===== config.mk =====
export PLATFORM = sky130hd
export DESIGN_NAME = reset_strap_config
export DESIGN_NICKNAME = d
export VERILOG_FILES = /design/src/verilog/reset_strap_config.v /design/src/verilog/strap_sync.v /design/src/verilog/lane_steer.v
export VERILOG_INCLUDE_DIRS = /design/src /design/src/verilog
export SDC_FILE = /design/constraint.sdc
export NUM_CORES = 1
export LEC_CHECK = 0
export BUFFER_PORTS_ARGS = -buffer_cell sky130_fd_sc_hd__buf_2
export CORE_MARGIN = 1
export CORE_UTILIZATION = 33
export CTS_BUF_LIST = sky130_fd_sc_hd__clkbuf_16
export DETAILED_ROUTE_END_ITERATION = 6
export PLACE_DENSITY = 0.76
export SYNTH_ARGS = -nofsm -noshare
export SYNTH_HDL_FRONTEND = slang
export SYNTH_SLANG_ARGS = --single-unit

===== constraint.sdc =====
create_clock -name mclk -period 1.1 [get_ports mclk]
set_input_delay 0.055 -clock mclk [delete_from_list [all_inputs] [get_ports mclk]]
set_output_delay 0.055 -clock mclk [all_outputs]
set_load 0.03 [all_outputs]

===== src/verilog/strap_cfg_regs.vh =====
// constants for the reset strap configuration loader
// assumes straps come from board pulls and reach the block asynchronously
//
// Summary of operation
// boot mode and strap choices latch at reset release, held until next reset
// board holds every strap steady through reset until its release
// endian strap 0 selects big endian, 1 little endian (default)
// boot code 00: space one 32-bit, boot via host port or emulation
// codes 01/10/11: async rom boot, space one 8/16/32-bit; 01 default
// original clock variant: clock strap 0 runs x1, 1 runs x4 (default)
// configurable clock variant: board keeps clock strap at 1; 0 reserved
// lane fix active: narrow external data always on lane bits 7 to 0
// lane fix at 1: narrow data on bits 31:24 big endian, 7:0 little
// board drives only free host data pins during reset, never opposes pulls
// software changes configuration after reset via register at fixed address
// register bit 4 selects memory clock: 0 third system clock, 1 pin
// software writes zeros to register bits 31:5 and 3:0
// configuration register reads all zeros after reset
`ifndef STRAP_CFG_REGS_VH
`define STRAP_CFG_REGS_VH
`define DEVICE_CONFIG_ADDR 32'h019C0200
`define DEVICE_CONFIG_RESET 32'h00000000
`define EXT_CLK_SEL_BIT 4
`define BOOT_HOST 2'h0
`define BOOT_ROM8 2'h1
`define BOOT_ROM16 2'h2
`define BOOT_ROM32 2'h3
`define WIDTH_8 2'h0
`define WIDTH_16 2'h1
`define WIDTH_32 2'h2
`define STRAP_DEFAULT_ENDIAN 1'h1
`define STRAP_DEFAULT_BOOT 2'h1
`define STRAP_DEFAULT_HOST 1'h0
`define STRAP_DEFAULT_WIDTH 2'h0
`define STRAP_DEFAULT_CLK 1'h1
`define STRAP_DEFAULT_RESERVED 1'h0
`define STRAP_DEFAULT_LANE 1'h1
`define CONFIG_VALID_RESET 1'h0
`define EXT_CLK_SEL_RESET 1'h0
`endif


===== src/verilog/reset_strap_config.v =====
// strap capture at reset release plus the device configuration register
// assumes straps stable through reset and a single-cycle strobe register port
//
// The address-and-strobe port was left to the implementer.
`timescale 1ns/100ps
`default_nettype none
`include "strap_cfg_regs.vh"
module reset_strap_config (
  // clock and reset
  input wire mclk,
  input wire rst_n,
  // strap pins
  input wire endian_strap,
  input wire [1:0] boot_select_straps,
  input wire narrow_lane_fix_strap,
  input wire clock_source_strap,
  // register port
  input wire [31:0] addr,
  input wire [31:0] wdata,
  input wire wr_stb,
  input wire rd_stb,
  output reg [31:0] rdata,
  // latched configuration
  output reg little_endian_select,
  output reg [1:0] boot_mode,
  output reg host_boot,
  output reg [1:0] space_one_width,
  output reg big_endian_lane_fix,
  output reg clock_times_four,
  output reg clock_strap_reserved,
  output reg config_valid,
  output wire narrow_on_high_lane,
  output reg ext_mem_clk_source_sel
);
  // capture sequencer: armed through reset, loads once, then holds
  localparam CAP_ARMED = 2'h0;
  localparam CAP_HOLD = 2'h1;

  // synchronised strap levels
  wire [4:0] strap_sync;
  wire sync_endian;
  wire [1:0] sync_boot;
  wire sync_lane_fix;
  wire sync_clk;

  // capture control
  reg [1:0] cap_state_ff;
  reg [1:0] nxt_cap_state;
  reg load_straps;

  // next values of the latched configuration
  reg nxt_little_endian;
  reg [1:0] nxt_boot_mode;
  reg nxt_host_boot;
  reg [1:0] nxt_space_one_width;
  reg nxt_lane_fix;
  reg nxt_clock_times_four;
  reg nxt_clock_strap_reserved;
  reg nxt_config_valid;

  // configuration register and read path
  reg cfg_ff;
  reg nxt_cfg;
  reg [31:0] nxt_rdata;

  // chip-enable space one width from the boot code
  function [1:0] width_of;
    input [1:0] code;
    begin
      case (code)
        `BOOT_ROM8: width_of = `WIDTH_8;
        `BOOT_ROM16: width_of = `WIDTH_16;
        default: width_of = `WIDTH_32;
      endcase
    end
  endfunction

  // only code 00 boots through the host port or emulation
  function is_host_code;
    input [1:0] code;
    begin
      is_host_code = (code == `BOOT_HOST);
    end
  endfunction

  // one word address only; the rest of the block reads as zero
  function hits_config;
    input [31:0] a;
    begin
      hits_config = (a == `DEVICE_CONFIG_ADDR);
    end
  endfunction

  // reserved bits are not stored, so they always read back zero
  function [31:0] config_word;
    input sel;
    begin
      config_word = `DEVICE_CONFIG_RESET;
      config_word[`EXT_CLK_SEL_BIT] = sel;
    end
  endfunction

  // straps are pins, so two flops before any logic reads them;
  // never cleared, so the flops carry live pin levels at release
  strap_sync #(
    .W(5)
  ) u_sync (
    .mclk(mclk),
    .rst_n(1'h1),
    .async_in({clock_source_strap, narrow_lane_fix_strap, boot_select_straps, endian_strap}),
    .sync_out(strap_sync)
  );

  assign sync_endian = strap_sync[0];
  assign sync_boot = strap_sync[2:1];
  assign sync_lane_fix = strap_sync[3];
  assign sync_clk = strap_sync[4];

  // load on the first edge after release; later strap moves are ignored
  always @* begin
    nxt_cap_state = cap_state_ff;
    load_straps = 1'h0;
    case (cap_state_ff)
      CAP_ARMED: begin
        nxt_cap_state = CAP_HOLD;
        load_straps = 1'h1;
      end
      CAP_HOLD: begin
        nxt_cap_state = CAP_HOLD;
      end
      default: begin
        nxt_cap_state = CAP_HOLD;
      end
    endcase
  end

  always @(posedge mclk) begin
    if (!rst_n) begin
      cap_state_ff <= CAP_ARMED;
    end else begin
      cap_state_ff <= nxt_cap_state;
    end
  end

  // one next value and one flop per field keeps each default beside its field
  always @* begin
    nxt_little_endian = little_endian_select;
    if (load_straps) begin
      nxt_little_endian = sync_endian;
    end
  end

  always @(posedge mclk) begin
    if (!rst_n) begin
      little_endian_select <= `STRAP_DEFAULT_ENDIAN;
    end else begin
      little_endian_select <= nxt_little_endian;
    end
  end

  always @* begin
    nxt_boot_mode = boot_mode;
    if (load_straps) begin
      nxt_boot_mode = sync_boot;
    end
  end

  always @(posedge mclk) begin
    if (!rst_n) begin
      boot_mode <= `STRAP_DEFAULT_BOOT;
    end else begin
      boot_mode <= nxt_boot_mode;
    end
  end

  always @* begin
    nxt_host_boot = host_boot;
    if (load_straps) begin
      nxt_host_boot = is_host_code(sync_boot);
    end
  end

  always @(posedge mclk) begin
    if (!rst_n) begin
      host_boot <= `STRAP_DEFAULT_HOST;
    end else begin
      host_boot <= nxt_host_boot;
    end
  end

  always @* begin
    nxt_space_one_width = space_one_width;
    if (load_straps) begin
      nxt_space_one_width = width_of(sync_boot);
    end
  end

  always @(posedge mclk) begin
    if (!rst_n) begin
      space_one_width <= `STRAP_DEFAULT_WIDTH;
    end else begin
      space_one_width <= nxt_space_one_width;
    end
  end

  always @* begin
    nxt_lane_fix = big_endian_lane_fix;
    if (load_straps) begin
      nxt_lane_fix = sync_lane_fix;
    end
  end

  always @(posedge mclk) begin
    if (!rst_n) begin
      big_endian_lane_fix <= `STRAP_DEFAULT_LANE;
    end else begin
      big_endian_lane_fix <= nxt_lane_fix;
    end
  end

  always @* begin
    nxt_clock_times_four = clock_times_four;
    if (load_straps) begin
      nxt_clock_times_four = sync_clk;
    end
  end

  always @(posedge mclk) begin
    if (!rst_n) begin
      clock_times_four <= `STRAP_DEFAULT_CLK;
    end else begin
      clock_times_four <= nxt_clock_times_four;
    end
  end

  // reserved clock source level is only flagged, nothing relies on it
  always @* begin
    nxt_clock_strap_reserved = clock_strap_reserved;
    if (load_straps) begin
      nxt_clock_strap_reserved = !sync_clk;
    end
  end

  always @(posedge mclk) begin
    if (!rst_n) begin
      clock_strap_reserved <= `STRAP_DEFAULT_RESERVED;
    end else begin
      clock_strap_reserved <= nxt_clock_strap_reserved;
    end
  end

  always @* begin
    nxt_config_valid = config_valid;
    if (load_straps) begin
      nxt_config_valid = 1'h1;
    end
  end

  always @(posedge mclk) begin
    if (!rst_n) begin
      config_valid <= `CONFIG_VALID_RESET;
    end else begin
      config_valid <= nxt_config_valid;
    end
  end

  lane_steer u_lane (
    .little_endian_select(little_endian_select),
    .big_endian_lane_fix(big_endian_lane_fix),
    .narrow_on_high_lane(narrow_on_high_lane)
  );

  // write takes effect on the next edge; only the clock source bit is kept
  always @* begin
    nxt_cfg = cfg_ff;
    if (wr_stb && hits_config(addr)) begin
      nxt_cfg = wdata[`EXT_CLK_SEL_BIT];
    end
  end

  // read data stand for one cycle after the strobe, zero otherwise
  always @* begin
    nxt_rdata = `DEVICE_CONFIG_RESET;
    if (rd_stb && hits_config(addr)) begin
      nxt_rdata = config_word(cfg_ff);
    end
  end

  always @(posedge mclk) begin
    if (!rst_n) begin
      cfg_ff <= `EXT_CLK_SEL_RESET;
    end else begin
      cfg_ff <= nxt_cfg;
    end
  end

  always @(posedge mclk) begin
    if (!rst_n) begin
      rdata <= `DEVICE_CONFIG_RESET;
    end else begin
      rdata <= nxt_rdata;
    end
  end

  // the memory clock choice leaves straight from its flop
  always @* begin
    ext_mem_clk_source_sel = cfg_ff;
  end
endmodule // reset_strap_config
`default_nettype wire


===== src/verilog/strap_sync.v =====
// two-flop synchroniser for a bus of strap levels
// assumes inputs are asynchronous pins
`timescale 1ns/100ps
`default_nettype none
module strap_sync #(
  parameter W = 5
) (
  // clock and reset
  input wire mclk,
  input wire rst_n,
  // levels
  input wire [W-1:0] async_in,
  output wire [W-1:0] sync_out
);
  reg [W-1:0] meta_ff;
  reg [W-1:0] sync_ff;
  always @(posedge mclk) begin
    if (!rst_n) begin
      meta_ff <= {W{1'h0}};
      sync_ff <= {W{1'h0}};
    end else begin
      meta_ff <= async_in;
      sync_ff <= meta_ff;
    end
  end
  assign sync_out = sync_ff;
endmodule // strap_sync
`default_nettype wire


===== src/verilog/lane_steer.v =====
// external data lane placement for narrow accesses
// assumes latched endian and lane fix straps
`timescale 1ns/100ps
`default_nettype none
module lane_steer (
  // configuration
  input wire little_endian_select,
  input wire big_endian_lane_fix,
  // result
  output wire narrow_on_high_lane
);
  // high lane only in big endian without the fix
  assign narrow_on_high_lane = !little_endian_select && big_endian_lane_fix;
endmodule // lane_steer
`default_nettype wire


== Yosys cells after proc, flatten, opt, wreduce, memory -nomap -nowiden ==
Cells that the tools add are included.

* Flip-flop bits (word level): 55
* Bits in latches: 0
* Bits in writable memories: 0
* Bits in read-only memories: 0
* Input bits: 73
* Memories kept: 0

* $add $sub $neg: 0
* Multiply operators: 0
* Divide/modulo/power cells: 0
* Order comparisons: 0
* Eq/ne operators: 3
* Shifts and indexed selects: 0
* Mux-type cells: 3
* Bitwise operators: 0
* Reductions and logical operators: 8

{| class="wikitable"
|+ Operators with widths
! cell !! count
|-
| equality test 32 x 25 -> 1 bit (second input constant) || 1
|-
| logical NOT 2 bit || 2
|-
| case mux 2 bit (2 select lines) || 1
|-
| logical AND 1 bit || 3
|-
| equality test 2 x 1 -> 1 bit (second input constant) || 1
|-
| equality test 2 bit (second input constant) || 1
|-
| logical NOT 1 bit || 2
|-
| 2-to-1 mux 1 bit || 2
|-
| AND reduction 2 bit || 1
|}

== Longest topological paths before layout ==
Gate-level depths: netlist (run 1).

* Depth after elaboration: 3
* Depth in mapped cells: 4
* Mapped depth without buffers: 4

== Cells and area by module ==
From an unflattened synthesis (run 1), not the netlist that was laid out.

* Cells, all modules: 111
* Area, all modules: 1,084.8 um2

{| class="wikitable"
|+ Modules (own cells, without submodules)
! module !! times used !! cells an instance !! area an instance (um2) !! seq. area each (um2)
|-
| reset_strap_config || 1 || 90 || 808.3 || 260.2
|-
| strap_sync || 1 || 20 || 262.8 || 200.2
|-
| lane_steer || 1 || 1 || 13.8 || 0.0
|}

== Least setup slack after synthesis (run 1) ==
No wires, ideal clock.

* Path kind: register to output
* Start: register big_endian_lane_fix
* End: output narrow_on_high_lane
* Data arrival time: 1.010 ns
* Required time: 1.045 ns
* Slack: 0.035 ns
* Cell stages (with the launch flop): 2
* Buffers on the path: 0
* Cells stage by stage: dfxtp_1 -> nor2b_1

* Longest elaborated chain between the ends: 1

{| class="wikitable"
|+ RTL lines
! item !! RTL line !! RTL
|-
| from (decl) || reset_strap_config.v:28 || <nowiki>output reg big_endian_lane_fix,</nowiki>
|-
| from (signal assigned) || reset_strap_config.v:215 || <nowiki>big_endian_lane_fix <= `STRAP_DEFAULT_LANE;</nowiki>
|-
| from (signal assigned) || reset_strap_config.v:217 || <nowiki>big_endian_lane_fix <= nxt_lane_fix;</nowiki>
|-
| logical AND 1 bit || lane_steer.v:13 || <nowiki>assign narrow_on_high_lane = !little_endian_select && big_endian_lane_fix;</nowiki>
|-
| to (decl) || reset_strap_config.v:32 || <nowiki>output wire narrow_on_high_lane,</nowiki>
|}

Every way passes these cells.

== Worst setup path in the final report (run 1) ==
* Start: register u_sync.sync_ff[2] (netlist: u_sync.sync_out[2])
* End: register space_one_width[1]

* Longest elaborated chain between the ends: 2
* Elaborated cells between the ends (all ways): 3
* Classes of those cells: eq/ne: 2; mux: 1

{| class="wikitable"
|+ RTL lines
! item !! RTL line !! RTL
|-
| from (decl) || strap_sync.v:16 || <nowiki>reg [W-1:0] sync_ff;</nowiki>
|-
| from (signal assigned) || strap_sync.v:20 || <nowiki>sync_ff <= {W{1'h0}};</nowiki>
|-
| from (signal assigned) || strap_sync.v:23 || <nowiki>sync_ff <= meta_ff;</nowiki>
|-
| equality test 2 bit / equality test 2 x 1 -> 1 bit (equally long branches) || reset_strap_config.v:70 || <nowiki>case (code)</nowiki>
|-
| case mux 2 bit (2 select lines) (*) || reset_strap_config.v:70 ||
|-
| to (signal assigned) || reset_strap_config.v:200 || <nowiki>space_one_width <= `STRAP_DEFAULT_WIDTH;</nowiki>
|-
| to (signal assigned) || reset_strap_config.v:202 || <nowiki>space_one_width <= nxt_space_one_width;</nowiki>
|-
| to (decl) || reset_strap_config.v:27 || <nowiki>output reg [1:0] space_one_width,</nowiki>
|}

Mark *: on every way between the ends. The rest lies on a longest branch, timed or not.
A chain may end at the register's enable or synchronous reset.

==> results.json, run 1 <==
{
  "synth.avg_cell_area_sq_um": 10.1,
  "routed_wl_um": 1690,
  "cp_num_cells": 4,
  "fin_util_pct": 47.7,
  "cts-root-buf": "clkbuf_16",
  "r2r_slack_ns": 0.12,
  "io_pins": 117,
  "fin_worst_skew_ns": 0.00249,
  "status": "complete, but fails checks",
  "via_per_inst": 4.22,
  "rsz0062_at_grt": "false",
  "die_area_sq_um": 3270,
  "cts_tree": "yes",
  "grt_pass1_wl_um": 2690,
  "setup_slack_ns": 0.118,
  "dp_slack_ns": -0.0644,
  "met2_usage_pct": 22.5,
  "crit_fanout": 3,
  "critPathKind": "reg2reg",
  "critPathArrivalTime_ns": 1.13,
  "max-cap-violations": 0,
  "slew_violations": 0,
  "grt-ovfl-total": 0,
  "htree_levels": 1,
  "setup_violations": 0,
  "dp_hpwl_um": 1440,
  "holdPathStages": 1,
  "r2r_cells": 4,
  "cts-resized-gates": 0,
  "violations": "DRC",
  "worstSkewPairLatency_ns": 0.25,
  "hold_viol_final": 0,
  "syn-cell-area_sq_um": 1010,
  "synthCells": 100,
  "fin_crit_sh_pct": 89.3,
  "crit_slowest_cell": "dfxtp_1",
  "hp-class": "in2reg",
  "place.gp.congestion": 0.766,
  "r2r_end": "space_one_width[1]",
  "route.vias.total": 822,
  "finalCriticalPeriod_ns": 0.982,
  "areaGrowthSynthToFinish_pct": 34.1,
  "die-height_um": 57.2,
  "layout-drive-gt1-share_pct": 39.6,
  "grt_max_degree": 15,
  "wl_per_cell_um": 8.67,
  "ys_types": 26,
  "top_usage_layer": "met2",
  "diodes": 0,
  "holdPathEnd": "cap_state_ff[0]",
  "cpLargestDelayFamily": "flip-flops",
  "io_buffers": 54,
  "antenna_found_initial": 0,
  "min_from": "rst_n",
  "cts_sinks": 23,
  "numCtsBuffers": 3,
  "core-area_sq_um": 2830,
  "yosysWarnings": 0,
  "met1_usage_pct": 9.63,
  "end_kind": "flop",
  "cp.required_ns": 1.24,
  "cts.clk_slew.worst_paths_ns": 0.06,
  "drc": 16,
  "drt_first_pass_iters": 5,
  "final_nets": 240,
  "ant_nets": 0,
  "fillerInstances": 276,
  "max_clock_freq_ghz": 1.02,
  "ys_ff_latch": 23,
  "crit_buf_inv": 1,
  "p_leak_uw": 0.000708,
  "slowest_delay_ns": 0.35,
  "fin_hold_ws_ns": 0.0513,
  "met3_usage_pct": 2.72,
  "timing.rr.start": "u_sync.sync_out[2]",
  "layout_common_cells": "54 x buf_2, 31 x conb_1, 23 x dfxtp_1, 6 x inv_1",
  "ir_worst_vdd_v": 0.000715,
  "crit_path_start_kind": "flop",
  "grt_pass1_vias": 711,
  "grt_usage_pct": 10.7,
  "crit_chain": "inv_1 -> ha_1 -> o21ai_0 -> and2_1",
  "start_util_pct": 35.6,
  "setup_tns_ns": 0,
  "first_iter_violations": 24,
  "power.density_nw_per_um2": 1500,
  "final_common_cell": "buf_2",
  "synth_seq_area_share_pct": 45.8,
  "die_x_um": 57.2,
  "rows": 19,
  "clockBufferDepth": 2
}
-- sequential cells by signal, indices dropped and copies added (netlist names), 2 cells and up --
register	cells
u_sync.sync_out	5
space_one_width	2
u_sync.meta_ff	5
boot_mode	2
-- worst max path at each step --
stage                             start                     end  slack (ns)
detailed placement             addr[28]  ext_mem_clk_source_sel       -0.06
floorplan           big_endian_lane_fix     narrow_on_high_lane        0.04
global route         u_sync.sync_out[2]      space_one_width[1]        0.05
global placement               addr[28]  ext_mem_clk_source_sel       -0.06
finish               u_sync.sync_out[2]      space_one_width[1]        0.12
CTS                  u_sync.sync_out[2]      space_one_width[1]        0.11
-- Yosys cell counts --
library cell / count / area, sq um
ha_1: 2 / 25.0
nand2_1: 5 / 18.8
nor4b_1: 1 / 8.76
o311ai_1: 1 / 8.76
and2_1: 1 / 6.26
a21o_1: 1 / 7.51
and4bb_2: 1 / 12.5
nor4_2: 2 / 25.0
nor2b_1: 4 / 25.0
mux2i_1: 5 / 50.1
nand4_1: 2 / 12.5
nor3_1: 1 / 5.00
buf_4: 31 / 233
conb_1: 1 / 3.75
dfxtp_1: 23 / 460
nand3_1: 1 / 5.00
clkbuf_1: 1 / 3.75
and4b_1: 1 / 10.0
o21ai_0: 2 / 10.0
a21oi_1: 1 / 5.00
inv_1: 6 / 22.5
a21boi_0: 1 / 7.51
o41ai_1: 1 / 8.76
nor4_1: 3 / 18.8
buf_2: 1 / 5.00
o211ai_1: 1 / 7.51
-- layer usage --
metal | wire length [um] | vias up
met5 | 0 | -
met4 | 0 | 0
met3 | 199 | 0
met2 | 871 | 72
met1 | 620 | 351
li1 | - | 399
-- logic make-up (layout without fill, tap and decap cells) --
group / after synthesis / after routing / share of synthesized area, %
AND/OR/NAND/NOR: 22 / 22 / 14.7
multiplexers: 5 / 5 / 4.98
flip-flops: 23 / 23 / 45.8
adder cells (fa/ha/maj): 2 / 2 / 2.49
AO/OA/AOI/OAI: 8 / 8 / 5.47
buffers and inverters: 39 / 73 / 26.2
other: 1 / 31 / 0.373
-- through the flow --
stage               area (sq um)  total power (uW)  std cells
floorplan                   1120              1240        130
global placement            1220              1260        186
detailed placement          1220              1270        186
CTS                         1350              2050        195
global route                1350              2120        195
finish                      1350              2020        195
-- cell type report --
type                       count  area, sq um  area share (%)
sequential                    23          460            34.1
multi-input combinational     68          394            29.2
timing repair buffer          63          350            26.0
clock buffer                   3         75.1            5.57
tap                           31         38.8            2.88
inverter                       6         22.5            1.67
clock inverter                 1         7.51           0.557
-- power breakdown --
group / total [uW] / switching (uW) / leakage (uW) / internal, uW
Combinational: 365 / 252 / 0.000479 / 113
Clock: 764 / 273 / 0.0000371 / 491
Sequential: 895 / 17.6 / 0.000192 / 877
-- what timing repair did --
item	in CTS	in global routing
setup endpoints to repair	0	0
setup buffers	0	0
endpoints found under the hold margin	5	0
hold buffers	5	0
No activity file was read; power rests on OpenSTA's default activity.
==> inputs of run 2 (changes only) <==
--- a/config.mk
+++ b/config.mk
@@ -7,6 +7,7 @@
 export NUM_CORES = 1
 export LEC_CHECK = 0
 export BUFFER_PORTS_ARGS = -buffer_cell sky130_fd_sc_hd__buf_2
+export CAP_MARGIN = 15
 export CORE_MARGIN = 1
 export CORE_UTILIZATION = 33
 export CTS_BUF_LIST = sky130_fd_sc_hd__clkbuf_16
==> constraint.sdc (replaced) <==
create_clock -name mclk -period 1.1 [get_ports mclk]
set_input_delay 0 -clock mclk [delete_from_list [all_inputs] [get_ports mclk]]
set_output_delay 0 -clock mclk [all_outputs]
set_load 0.03 [all_outputs]
==> run 2 against run 1 <==
  * The flow still finishes with violations (DRC)
  * Worst setup slack gained 0.013 ns
  * Fmax grew 1.3%
  * Global-route usage grew 0.57 points
  * Critical endpoint unchanged
==> results.json, run 2 (synthesized netlist as in run 1, its figures left out) <==
{
  "routed_wl_um": 1750,
  "diodes": 0,
  "place.gp.congestion": 0.782,
  "layout-drive-gt1-share_pct": 38.9,
  "placed_cells": 184,
  "fin_worst_skew_ns": 0.00187,
  "final_common_cell": "buf_2",
  "ant_nets": 0,
  "power.density_nw_per_um2": 1520,
  "core-area_sq_um": 2830,
  "route.vias.total": 811,
  "drc": 8,
  "setup_tns_ns": 0,
  "via_per_inst": 4.20,
  "wl_per_cell_um": 9.08,
  "rsz0062_at_grt": "false",
  "slowest_delay_ns": 0.35,
  "antenna_found_initial": 0,
  "clockBufferDepth": 2,
  "numCtsBuffers": 3,
  "hold_viol_final": 0,
  "critPathKind": "reg2reg",
  "slew_violations": 0,
  "start_util_pct": 35.6,
  "io_pins": 117,
  "final_area_sq_um": 1330,
  "cts_sinks": 23,
  "placed_area_sq_um": 1200,
  "hp-class": "in2reg",
  "dp_hpwl_um": 1430,
  "crit_path_start_kind": "flop",
  "setup_slack_ns": 0.131,
  "grt_pass1_wl_um": 2890,
  "crit_chain": "inv_1 -> ha_1 -> o21ai_0 -> and2_1",
  "fillerInstances": 259,
  "finalCriticalPeriod_ns": 0.969,
  "cts_tree": "yes",
  "multi_input_area_sq_um": 394,
  "die_area_sq_um": 3270,
  "final_cells": 193,
  "grt-ovfl-total": 0,
  "dp_slack_ns": 0.00104,
  "worstSkewPairLatency_ns": 0.25,
  "areaGrowthSynthToFinish_pct": 32.3,
  "p_leak_uw": 0.000703,
  "ir_worst_vdd_v": 0.000990,
  "fin_crit_sh_pct": 88.1,
  "cts-resized-gates": 0,
  "grt_usage_pct": 11.2,
  "crit_fanout": 3,
  "first_iter_violations": 26,
  "p_total_uw": 2020,
  "rows": 19,
  "cts-root-buf": "clkbuf_16",
  "cp.required_ns": 1.25,
  "cts.clk_slew.worst_paths_ns": 0.06,
  "regArea_sq_um": 460,
  "htree_levels": 1,
  "setup_violations": 0,
  "critPathArrivalTime_ns": 1.11,
  "layout_common_cells": "54 x buf_2, 31 x conb_1, 23 x dfxtp_1, 6 x inv_1",
  "io_buffers": 54,
  "die-height_um": 57.2,
  "drt_first_pass_iters": 7,
  "max_clock_freq_ghz": 1.03,
  "final_nets": 238,
  "crit_slowest_cell": "dfxtp_1",
  "grt_max_degree": 14,
  "end_kind": "flop",
  "status": "complete, but fails checks",
  "violations": "DRC",
  "grt_pass1_vias": 736,
  "die_x_um": 57.2,
  "max-cap-violations": 0
}
## run 2: cell types whose count changed in the layout (fill, tap and decap cells not counted)
cell | before | now
clkinv_2 | 0 | 1
buf_4 | 4 | 2
clkinvlp_4 | 1 | 0
## run 2: stage by stage
stage / hold WS (ns) / utilization, %
2_1_floorplan: 0.0277 / -
3_3_place_gp: 0.103 / 42.5
3_5_place_dp: 0.104 / 42.5
4_1_cts: 0.00668 / 47.1
5_1_grt: 0.0121 / 47.1
6_report: 0.00959 / 47.1
## run 2: critical path: cells and delay by family, from the launching register on
family	cells	cell delay, ns
buffers and inverters	1	0.05
adder cells (fa/ha/maj)	1	0.26
flip-flops	1	0.35
AO/OA/AOI/OAI	1	0.06
AND/OR/NAND/NOR	1	0.15
## run 2: repair_timing
item                                    CTS  global route
hold buffers                              5             0
endpoints found under the setup margin    0             0
buffers inserted                          0             0
endpoints found under the hold margin     5             0
## run 2: power by group
group	internal (uW)	leakage [uW]	switching, uW	total, uW
sequential	877	0.000192	16.2	894
clock	487	0.0000409	273	760
combinational	113	0.000471	255	368
total	1480	0.000703	544	2020
## run 2: area by class of cell
type / instances / share of cell area [%]
clock inverter: 1 / 0.376
clock buffer: 3 / 5.64
multi-input combinational: 68 / 29.6
timing repair buffer: 61 / 25.2
tap: 31 / 2.91
sequential: 23 / 34.6
inverter: 6 / 1.69
## run 2: routing by layer
layer  global-route usage, %  vias up  wire length (um)
met5                       0        -                 0
met4                    3.14        0                10
met3                    3.17        2               208
met2                    23.5       72               905
met1                    10.2      343               627
li1                        -      394                 -
## run 2: worst paths after layout
kind                                          from                  to  slack, ns  cells past startpoint
worst min-delay path                         rst_n     cap_state_ff[0]       0.01                      1
worst max-delay path            u_sync.sync_out[2]  space_one_width[1]       0.13                      4
worst max register to register  u_sync.sync_out[2]  space_one_width[1]       0.13                      4
worst min register to register   u_sync.meta_ff[4]  u_sync.sync_out[4]       0.33                      0
==> inputs of run 3 (changes only) <==
--- a/config.mk
+++ b/config.mk
@@ -12,7 +12,7 @@
 export CORE_UTILIZATION = 33
 export CTS_BUF_LIST = sky130_fd_sc_hd__clkbuf_16
 export DETAILED_ROUTE_END_ITERATION = 6
-export PLACE_DENSITY = 0.76
+export PLACE_DENSITY = 0.79
 export SYNTH_ARGS = -nofsm -noshare
 export SYNTH_HDL_FRONTEND = slang
 export SYNTH_SLANG_ARGS = --single-unit
==> run 3 against run 2 <==
  * The run still ends with DRC left
  * Cell area grew 2.3%
  * Via count shrank 0.12%
  * Critical path depth is the same
  * Critical endpoint unchanged
  * Largest cell class unchanged
  * Global-route usage shrank 0.70 points
  * Die area is the same
  * Cell count grew 1.6%
  * Count of clock-buffer cells in the layout is the same
  * Register-to-register slack is essentially flat
  * Non-clock buffer count grew 3
  * Clock power grew 1%
==> results.json, run 3 (synthesized netlist as in run 1, its figures left out) <==
{
  "fillerInstances": 278,
  "p_leak_uw": 0.000716,
  "routed_wl_um": 1620,
  "seqPwrFrac_pct": 44.0,
  "critPathArrivalTime_ns": 1.11,
  "diodes": 0,
  "grt_pass1_wl_um": 2600,
  "drc": 8,
  "cts_tree": "yes",
  "die_x_um": 57.2,
  "layout_common_cells": "54 x buf_2, 31 x conb_1, 23 x dfxtp_1, 8 x dlygate4sd3_1, 6 x inv_1",
  "areaGrowthSynthToFinish_pct": 35.3,
  "cp.required_ns": 1.25,
  "cpLargestDelayFamily": "flip-flops",
  "crit_fanout": 3,
  "htree_levels": 1,
  "crit_path_start_kind": "flop",
  "ir_worst_vdd_v": 0.00108,
  "rsz0062_at_grt": "false",
  "p_int_uw": 1490,
  "antenna_found_initial": 0,
  "core-area_sq_um": 2830,
  "grt_max_degree": 14,
  "cts_hold_buf": 8,
  "cts-root-buf": "clkbuf_16",
  "io_buffers": 54,
  "grt-ovfl-total": 0,
  "clockBufferDepth": 2,
  "max_clock_freq_ghz": 1.04,
  "pwr-share-comb_pct": 18.2,
  "start_util_pct": 35.6,
  "numCtsBuffers": 3,
  "grt_usage_pct": 10.5,
  "crit_slowest_cell": "dfxtp_1",
  "setup_tns_ns": 0,
  "dp_slack_ns": -0.0172,
  "setup_slack_ns": 0.140,
  "first_iter_violations": 17,
  "finalCriticalPeriod_ns": 0.960,
  "violations": "DRC",
  "dp_hpwl_um": 1300,
  "die_area_sq_um": 3270,
  "die-height_um": 57.2,
  "crit_chain": "inv_1 -> ha_1 -> o21ai_0 -> and2_1",
  "critPathKind": "reg2reg",
  "end_kind": "flop",
  "drt_first_pass_iters": 7,
  "max-cap-violations": 0,
  "final_common_cell": "buf_2",
  "power.density_nw_per_um2": 1490,
  "rows": 19,
  "switching_share_pct": 27.0,
  "route.vias.total": 810,
  "fin_worst_skew_ns": 0.00138,
  "hp-class": "in2reg",
  "cts_sinks": 23,
  "io_pins": 117,
  "cts_setup_buffers": 0,
  "worstSkewPairLatency_ns": 0.25,
  "crit_buf_inv": 1,
  "wl_per_cell_um": 8.29,
  "p_sw_uw": 550,
  "final_nets": 241,
  "slew_violations": 0,
  "cts.clk_slew.worst_paths_ns": 0.06,
  "grt_pass1_vias": 653,
  "place.gp.congestion": 0.684,
  "hold_viol_final": 0,
  "status": "complete, but fails checks",
  "pwr-share-clk_pct": 37.8,
  "via_per_inst": 4.13,
  "slowest_delay_ns": 0.34,
  "p_total_uw": 2030,
  "setup_violations": 0,
  "cts-resized-gates": 0,
  "fin_crit_sh_pct": 87.3,
  "ant_nets": 0,
  "layout-drive-gt1-share_pct": 38.2
}
==> run 3: changes by cell type in the layout (fill, tap and decap cells not counted) <==
| cell | change |
|---|---|
| dlygate4sd3_1 | +3 |
==> run 3: worst paths after layout <==
check	from	endpoint	slack, ns	cells after the start
worst max-delay path	u_sync.sync_out[2]	space_one_width[1]	0.14	4
worst min-delay path	wr_stb	ext_mem_clk_source_sel	0.02	3
worst max register to register	u_sync.sync_out[2]	space_one_width[1]	0.14	4
worst min register to register	u_sync.meta_ff[2]	u_sync.sync_out[2]	0.33	0
==> run 3: through the flow <==
| step | std cells | cell area, sq um | hold slack [ns] | utilization (%) |
|---|---|---|---|---|
| after floorplan | 130 | 1120 | 0.0277 | - |
| after detailed placement | 184 | 1200 | 0.104 | 42.5 |
| final | 196 | 1360 | 0.0213 | 48.1 |
| after global routing | 196 | 1360 | 0.0205 | 48.1 |
| after CTS | 196 | 1360 | 0.0169 | 48.1 |
| after global placement | 184 | 1200 | 0.103 | 42.5 |
==> run 3: worst register-to-register path, cell delays in order (launching register included) <==
cell and delay (ns):
dfxtp_1 0.34, inv_1 0.05, ha_1 0.26, o21ai_0 0.06
and2_1 0.15
==> run 3: area by class of cell <==
class / instances / area, sq um / area share [%]
sequential: 23 / 460 / 33.8
clock inverter: 1 / 5.00 / 0.368
timing repair buffer: 64 / 365 / 26.8
inverter: 6 / 22.5 / 1.65
clock buffer: 3 / 75.1 / 5.51
tap: 31 / 38.8 / 2.85
multi-input combinational: 68 / 394 / 29.0
==> run 3: layer usage <==
layer / share of wire (%) / up-vias / GRT usage, %
met1: 38 / 338 / 10.7
li1: - / 399 / -
met2: 49 / 68 / 18.8
met3: 12 / 5 / 4.76
met5: 0 / - / 0
met4: 1.5 / 0 / 4.18
==> run 3: power groups by stage <==
stage	registers, uW	logic, uW	clock network, uW
after global routing	899	399	827
final	895	371	769
after floorplan	957	281	0
after CTS	896	371	780
after detailed placement	914	349	0
after global placement	912	346	0
